### src/logic/nsd_pkg.sv
// package: constants and types for the nibble swap / direction load executor
package nsd_pkg;
    // quarter-cycle phase codes, one-hot
    typedef enum logic [3:0] {
        NSD_Q1 = 4'b0001,
        NSD_Q2 = 4'b0010,
        NSD_Q3 = 4'b0100,
        NSD_Q4 = 4'b1000
    } nsd_phase_t;
    localparam int NSD_QUARTERS = 4;
    localparam logic [7:0] NSD_WREG_RST = 8'h00;
    localparam logic [7:0] NSD_DIR_RST = 8'hFF;
    localparam logic [4:0] NSD_FADDR_RST = 5'h00;
    localparam logic [11:0] NSD_IR_RST = 12'h000;
    localparam logic [7:0] NSD_FWDATA_RST = 8'h00;
    localparam logic [2:0] NSD_FLAGS_RST = 3'h0;
    localparam int NSD_LO_NIB = 0;
    localparam int NSD_HI_NIB = 4;
    localparam logic [2:0] NSD_DIR_FIRST = 3'h5;
    localparam logic [2:0] NSD_DIR_LAST = 3'h7;
    localparam int NSD_DIR_COUNT = 3;
    localparam logic [11:0] NSD_SWAP_MASK = 12'hFC0;
    localparam logic [11:0] NSD_SWAP_CODE = 12'h380;
    localparam logic [11:0] NSD_DIRL_MASK = 12'hFF8;
    localparam logic [11:0] NSD_DIRL_CODE = 12'h000;
    localparam int NSD_DBIT = 5;
endpackage

### src/logic/nsd_phase_gen.sv
// module: four-quarter instruction cycle sequencer
`timescale 1ns/1ps
module nsd_phase_gen (
    // clock and reset
    input wire logic clk_in,
    input wire logic rst_n_in,
    // phase
    output nsd_pkg::nsd_phase_t phase_out
);
    typedef struct packed {
        nsd_pkg::nsd_phase_t phase;
    } nsd_pg_state_t;
    nsd_pg_state_t st_ff;
    nsd_pg_state_t nxt_st;
    // rotate one quarter per oscillator period
    always_comb
    begin
        nxt_st = st_ff;
        case (st_ff.phase)
            nsd_pkg::NSD_Q1: nxt_st.phase = nsd_pkg::NSD_Q2; // see RULE5
            nsd_pkg::NSD_Q2: nxt_st.phase = nsd_pkg::NSD_Q3;
            nsd_pkg::NSD_Q3: nxt_st.phase = nsd_pkg::NSD_Q4;
            nsd_pkg::NSD_Q4: nxt_st.phase = nsd_pkg::NSD_Q1;
            default: nxt_st.phase = nsd_pkg::NSD_Q1;
        endcase
    end
    // state register
    always_ff @(posedge clk_in)
    begin
        if (!rst_n_in)
            st_ff.phase <= nsd_pkg::NSD_Q1;
        else
            st_ff <= nxt_st;
    end
    assign phase_out = st_ff.phase;
endmodule // nsd_phase_gen

### src/logic/nsd_exec.sv
// module: execution of the nibble swap and direction load instructions
// Contract
// RULE1: the swap result takes source bits 3..0 into bits 7..4 and bits 7..4 into bits 3..0.
// RULE2: with the destination bit at 0 the swap result goes to the working register only.
// RULE3: with the destination bit at 1 the swap result goes back to the source file register.
// RULE4: direction load copies the whole working register into direction register 5, 6 or 7.
// RULE5: each instruction cycle lasts exactly four clock periods.
// RULE6: neither instruction touches the zero, digit carry or carry flags; each takes one cycle.
`timescale 1ns/1ps
module nsd_exec (
    // clock and reset
    input wire logic clk_in,
    input wire logic rst_n_in,
    // instruction word, sampled at the clock edge that ends Q1
    input wire logic [11:0] instr_in,
    // file register read data for the addressed operand
    input wire logic [7:0] file_rdata_in,
    // status flags from the core (z, dc, c)
    input wire logic [2:0] flags_in,
    // file register write port
    output logic file_we_out,
    output logic [4:0] file_addr_out,
    output logic [7:0] file_wdata_out,
    // working register and direction registers
    output logic [7:0] wreg_out,
    output logic [7:0] dir_a_out,
    output logic [7:0] dir_b_out,
    output logic [7:0] dir_c_out,
    // flags passed through unchanged, and cycle marker
    output logic [2:0] flags_out,
    output logic done_out
);
    nsd_pkg::nsd_phase_t phase;
    typedef struct packed {
        logic [11:0] ir;
        logic [7:0] wreg;
        logic [2:0][7:0] dir;
        logic fwe;
        logic [4:0] faddr;
        logic [7:0] fwdata;
        logic [2:0] flags;
        logic done;
    } nsd_state_t;
    nsd_state_t st_ff;
    nsd_state_t nxt_st;
    logic is_swap;
    logic is_dirl;
    logic [7:0] swapped;
    logic [2:0] dsel;
    // next value of each direction register, one driver per entry
    wire logic [2:0][7:0] dir_nxt;

    // quarter sequencer
    nsd_phase_gen u_phase (
        .clk_in(clk_in),
        .rst_n_in(rst_n_in),
        .phase_out(phase)
    );

    // decode and datapath
    assign is_swap = (st_ff.ir & nsd_pkg::NSD_SWAP_MASK) == nsd_pkg::NSD_SWAP_CODE;
    assign dsel = st_ff.ir[2:0];
    assign is_dirl = ((st_ff.ir & nsd_pkg::NSD_DIRL_MASK) == nsd_pkg::NSD_DIRL_CODE)
        && (dsel >= nsd_pkg::NSD_DIR_FIRST) && (dsel <= nsd_pkg::NSD_DIR_LAST);
    assign swapped = {file_rdata_in[nsd_pkg::NSD_LO_NIB +: 4],
                      file_rdata_in[nsd_pkg::NSD_HI_NIB +: 4]}; // see RULE1

    // next state
    always_comb
    begin
        nxt_st = st_ff;
        nxt_st.fwe = 1'b0;
        nxt_st.done = 1'b0;
        nxt_st.flags = flags_in; // see RULE6
        nxt_st.dir = dir_nxt; // see RULE4
        case (phase)
            nsd_pkg::NSD_Q1: nxt_st.ir = instr_in;
            nsd_pkg::NSD_Q2: nxt_st.faddr = st_ff.ir[4:0];
            nsd_pkg::NSD_Q3: ;
            nsd_pkg::NSD_Q4:
            begin
                nxt_st.done = 1'b1; // see RULE6
                if (is_swap && !st_ff.ir[nsd_pkg::NSD_DBIT])
                    nxt_st.wreg = swapped; // see RULE2
                if (is_swap && st_ff.ir[nsd_pkg::NSD_DBIT])
                begin
                    nxt_st.fwe = 1'b1; // see RULE3
                    nxt_st.fwdata = swapped;
                end
            end
            default: ;
        endcase
    end

    // direction registers, one per selectable port: load on a decoded selector, else hold
    for (genvar i = 0; i < nsd_pkg::NSD_DIR_COUNT; i++)
    begin : g_dir
        assign dir_nxt[i] = (phase == nsd_pkg::NSD_Q4 && is_dirl
                             && dsel == nsd_pkg::NSD_DIR_FIRST + 3'(i))
            ? st_ff.wreg : st_ff.dir[i]; // see RULE4
    end

    // state register, the only process that writes st_ff
    always_ff @(posedge clk_in)
    begin
        if (!rst_n_in)
        begin
            st_ff.ir <= nsd_pkg::NSD_IR_RST;
            st_ff.wreg <= nsd_pkg::NSD_WREG_RST;
            st_ff.dir <= {nsd_pkg::NSD_DIR_COUNT{nsd_pkg::NSD_DIR_RST}};
            st_ff.fwe <= 1'b0;
            st_ff.faddr <= nsd_pkg::NSD_FADDR_RST;
            st_ff.fwdata <= nsd_pkg::NSD_FWDATA_RST;
            st_ff.flags <= nsd_pkg::NSD_FLAGS_RST;
            st_ff.done <= 1'b0;
        end
        else
            st_ff <= nxt_st;
    end

    // outputs straight from flops
    assign file_we_out = st_ff.fwe;
    assign file_addr_out = st_ff.faddr;
    assign file_wdata_out = st_ff.fwdata;
    assign wreg_out = st_ff.wreg;
    assign dir_a_out = st_ff.dir[0];
    assign dir_b_out = st_ff.dir[1];
    assign dir_c_out = st_ff.dir[2];
    assign flags_out = st_ff.flags;
    assign done_out = st_ff.done;
endmodule // nsd_exec

### config.mk
export PLATFORM = sky130hd
export DESIGN_NAME = nsd_exec
export DESIGN_NICKNAME = d
export VERILOG_FILES = /design/src/logic/nsd_pkg.sv /design/src/logic/nsd_phase_gen.sv /design/src/logic/nsd_exec.sv
export SDC_FILE = /design/constraint.sdc
export NUM_CORES = 1
export LEC_CHECK = 0
export ABC_AREA = 1
export ABC_CLOCK_PERIOD_IN_PS = 1150
export BUFFER_PORTS_ARGS = -buffer_cell sky130_fd_sc_hd__buf_2
export CORE_MARGIN = 5
export CORE_UTILIZATION = 37
export CTS_CLUSTER_SIZE = 20
export DETAILED_ROUTE_END_ITERATION = 6
export PLACE_DENSITY_LB_ADDON = 0.2
export REMOVE_ABC_BUFFERS = 1
export SLEW_MARGIN = 20
export SYNTH_ARGS = -nofsm -noshare
export SYNTH_HDL_FRONTEND = slang
export SYNTH_SLANG_ARGS = --single-unit
### constraint.sdc
create_clock -name clk_in -period 1.15 [get_ports clk_in]
set_input_delay 0.1725 -clock clk_in [delete_from_list [all_inputs] [get_ports clk_in]]
set_output_delay 0.1725 -clock clk_in [all_outputs]
set_load 0.005 [all_outputs]
# Word level (Yosys, flattened, before mapping)

Index checks and enable logic that the tools add are counted.

Flip-flop bits (word level): 66
Input bits: 25
Output and inout port bits: 50
Word-level logic and storage cells: 37

$lt $le $gt $ge: 2
Eq/ne operators: 8
Multiplexer cells: 3
Reduce and logical (&&, ||, !) cells: 13

Operator list:

| cell                 | count |
|---|---|
| $logic_not A12 Y1    | 1 |
| $pmux W4 S3          | 1 |
| $eq A3 B3 Y1 const B | 3 |
| $logic_and A1 B1 Y1  | 8 |
| $eq A6 B4 Y1 const B | 1 |
| $reduce_and A2 Y1    | 3 |
| $eq A4 B1 Y1 const B | 1 |
| $eq A4 B2 Y1 const B | 1 |
| $eq A4 B3 Y1 const B | 1 |
| $eq A4 B4 Y1 const B | 1 |
| $ge A3 B3 Y1 const B | 1 |
| $le A3 B3 Y1 const B | 1 |
| $mux W1              | 2 |
| $logic_not A1 Y1     | 1 |

# Depth between registers and ports, before layout

Depth after elaboration: 5
Mapped depth: 8
Gate-level depth less buffers: 8

# Cells and area by module

Synthesis repeated with hierarchy kept, for this count alone.

Cell total of the unflattened synthesis: 356
Area total of the unflattened synthesis: 2,773.9 um^2

Modules (own cells, without submodules):

| module        | times used | cells each | area each (um^2) | seq. area each (um^2) |
|---|---|---|---|---|
| nsd_exec      | 1          | 337        | 2,630.0          | 1,241.2 |
| nsd_phase_gen | 1          | 19         | 143.9            | 80.1 |

# Worst setup path before layout

No wires, ideal clock.

Path type: flip-flop to flip-flop
Start point: register st_ff, in the netlist dsel[1]
End point: register st_ff, in the netlist dir_c_out[4]
Library setup time: 0.130 ns
Arrival time: 1.106 ns
Required time: 1.020 ns
Setup slack: -0.086 ns
Stages on the path, launching flop included: 6
Path buffers: 0
Clock period less this slack: 1.236 ns
Cells stage by stage: dfxtp_1 nand2_2 nor2_2 nand4_1 nand2_1 nand3_1

Longest elaborated chain between the ends: 5
Elaborated cells on any way between the ends: 7
Classes of those cells: order compare (2); eq/ne (1); reduce/logical (4)

RTL lines:

| item                              | RTL line        | RTL |
|---|---|---|
| from (decl)                       | nsd_exec.sv:44  | `nsd_state_t st_ff;` |
| from (signal assigned)            | nsd_exec.sv:118 | `st_ff <= nxt_st;` |
| $ge A3 B3 Y1                      | nsd_exec.sv:64  | `&& (dsel >= nsd_pkg::NSD_DIR_FIRST) && (dsel <= nsd_pkg::NSD_DIR_LAST);` |
| $logic_and A1 B1 Y1 (2 in series) | nsd_exec.sv:64  |  |
| $logic_and A1 B1 Y1               | nsd_exec.sv:98  | `assign dir_nxt[i] = (phase == nsd_pkg::NSD_Q4 && is_dirl` |
| $logic_and A1 B1 Y1 *             | nsd_exec.sv:99  | `&& dsel == nsd_pkg::NSD_DIR_FIRST + 3'(i))` |

Every way passes the cells marked *; elsewhere a longest branch is shown, timed or not.
A chain may end at the register's enable or synchronous reset.

# Final worst setup path

Start point: register u_phase.phase_out[2] (netlist name)
End point: register st_ff, in the netlist wreg_out[4]

Longest elaborated chain between the ends: 2

RTL lines:

| item                               | RTL line       | RTL |
|---|---|---|
| $eq A4 B4 Y1                       | nsd_exec.sv:76 | `case (phase)` |
| $reduce_and A2 Y1 (no source line) | -              |  |

No other way between the ends.

==> flow_summary.yaml <==
route:
  vias: 2390
  wl_met1_um: 3150
  wire_per_inst_um: 13.2
  ant_nets: 0
  drt-pass1-iter-count: 4
  wl_met2_um: 3330
  wl_met3_um: 301
  route.detailed.drc: 0
  dr.first_iter.drc_count: 101
  viasPerCell: 4.57
  top_layer: "met4"
  wl_um: 6890
run_status:
  violations: "setup timing"
  outcome: "finished, violations left"
clock_network:
  cts_tree: "yes"
  clkTransAtPathRegs_ns: 0.07
  cts_sinks: 66
  clk_path_buf_depth: 2
  numCtsBuffers: 9
  clock_latency_ns: 0.35
  htree_levels: 3
  cts_root_buf: "clkbuf_8"
yosys:
  synth_cells: 346
  ys_seq_elements: 66
  yosysTopAreaCell: "dfxtp_1"
  synthTopCellsByCount: "dfxtp_1 (66), nor2_1 (52), buf_4 (48), nand3_1 (48), nand2_1 (36)"
  yosys_warnings: 0
  ys_types: 20
  yosys_most_used_dff: "dfxtp_1"
  syn_avg_cell_area_um2: 8.02
  synth.area.top_cells: "dfxtp_1 (48%), buf_4 (13%), nand3_1 (8.7%)"
  synth_area_mm2: 0.00278
  synth.most_common_cell: "dfxtp_1"
  synth_edf_count: 0
  synth_top_area_share_pct: 47.6
  synthArstFlopShare_pct: 0
  seq_area_frac_synth_pct: 47.6
global_route:
  grt_pass1_wl_um: 11200
  grt.total_usage_pct: 14.6
  antenna_found_initial: 0
  grt_pass1_vias: 2347
  grt_max_degree: 41
  gr-total-overflow: 0
finish:
  nNetsFinal: 444
  antenna_cells: 0
  areaGrowthSynthToFinish_pct: 32.6
  drive_above_1_share_pct: 47.4
timing:
  post-route-period-util_pct: 117
  worstMarginPinSlew_ns: 0.380
  hold_slack_ns: 0.00615
  fmax_ghz: 0.742
  relSlewSlack_pct: 74.7
  hold_viol_final: 0
  setup_violations: 60
  worst_slack_ns: -0.197
  drv_slew: 0
  rsz0062_at_grt: "true"
  clock_skew_ns: 0.00952
  fin_crit_ns: 1.35
placement:
  numPortBuffers: 74
  hpwl_um: 4580
  place_ws_ns: -0.209
  gp_congestion: 0.779
die:
  io_pins: 75
  die_w_um: 96.6
  dieArea_mm2: 0.00934
  die_h_um: 96.6
  initial_core_util_pct: 38.1
  core_area_mm2: 0.00729
  num_rows: 31
power_and_ir_drop:
  vdd_drop_max_uv: 547
  powerDensity_mw_per_mm2: 1570
  finalPower_mw: 5.77
  leakagePower_nw: 1.72
hold_path:
  hold_start: "flags_in[2]"
  min_path_type: "in2reg"
critical_path:
  cp_max_fo: 6
  worstSetupEndpointType: "flip-flop"
  setup.worst_path.start: "u_phase.phase_out[2]"
  crit_type: "reg2reg"
  startpoint_type: "flip-flop"
  timing.rr.start: "u_phase.phase_out[2]"
  worstPathArrival_ns: 1.63
  critical_path_required_ns: 1.43
run:
  drv_cap: 0
timing repair:
item | in CTS | in global routing
gates resized for setup | 46 | 43
buffers inserted | 6 | 3
endpoints found under the hold margin | 2 | 0
cloned | 0 | 2
pin swaps | 6 | 15
endpoints found under the setup margin | 54 | 65
hold buffers | 2 | 0
worst max-delay path, cell delays in order (launching register included):
cell	delay (ns)
dfxtp_2	0.33
inv_4	0.08
nand2_4	0.06
nor2_4	0.20
nand2_2	0.09
nor2_4	0.18
buf_4	0.14
o21ai_0	0.08
nor2_1	0.12
layout by cell type, fill, tap and decap left out, types with 14 or more instances in the layout:
cell type | Yosys | routed
buf_2 | 2 | 74
dfxtp_1 | 66 | 54
nand3_1 | 48 | 48
nor2_1 | 52 | 40
nand2_1 | 36 | 30
buf_4 | 48 | 27
o21ai_0 | 33 | 20
buf_6 | 2 | 14
power breakdown:
| group | leakage (nW) | switching [mW] | internal [mW] |
|---|---|---|---|
| combinational | 1.09 | 0.657 | 0.688 |
| sequential | 0.542 | 0.100 | 2.45 |
| clock | 0.0958 | 0.890 | 0.986 |
| total | 1.72 | 1.65 | 4.12 |
kinds of logic (layout without fill, tap and decap cells):
family	after synthesis	in the layout	share of synthesized area, %
and+or+nand+nor	156	156	26.4
DFF	66	66	47.6
AOI/OAI and AO/OA	44	44	8.07
buffers and inverters	80	158	17.9
sequential cells by signal (all words and copies together) (netlist names), 3 cells and up:
register,count
dir_b_out,8
dir_c_out,8
wreg_out,8
flags_out,3
file_wdata_out,8
st_ff,9
dsel,3
file_addr_out,5
u_phase.phase_out,4
dir_a_out,8
worst paths after layout:
kind                  endpoint  slack, ns  cells after the start
setup / recovery   wreg_out[4]      -0.20                      8
hold / removal    flags_out[2]      0.006                      3
setup reg to reg   wreg_out[4]      -0.20                      8
hold reg to reg   dir_a_out[4]       0.47                      2
area by class of cell:
type,instances,area [µm²]
clock buffer,10,128
clock inverter,6,57.6
fill,739,3610
inverter,21,88.8
multi-input combinational,200,1110
sequential,66,1340
tap,99,124
timing repair buffer,121,841
routing by layer:
metal	track usage, %	up-vias
li1	-	1222
met1	17.4	1109
met2	23.8	46
met3	4.39	13
met4	7.13	0
met5	0	-
through the flow:
step	cell area, µm²	utilization (%)	std cells	setup TNS (ns)
floorplan	2360	-	287	-4.36
global placement	3130	42.9	494	-5.58
detailed placement	3130	42.9	494	-6.46
CTS	3470	47.6	518	-4.92
global route	3680	50.5	523	-13.15
finish	3680	50.5	523	-8.27
Note: power is estimated with default switching activity, not from simulation.
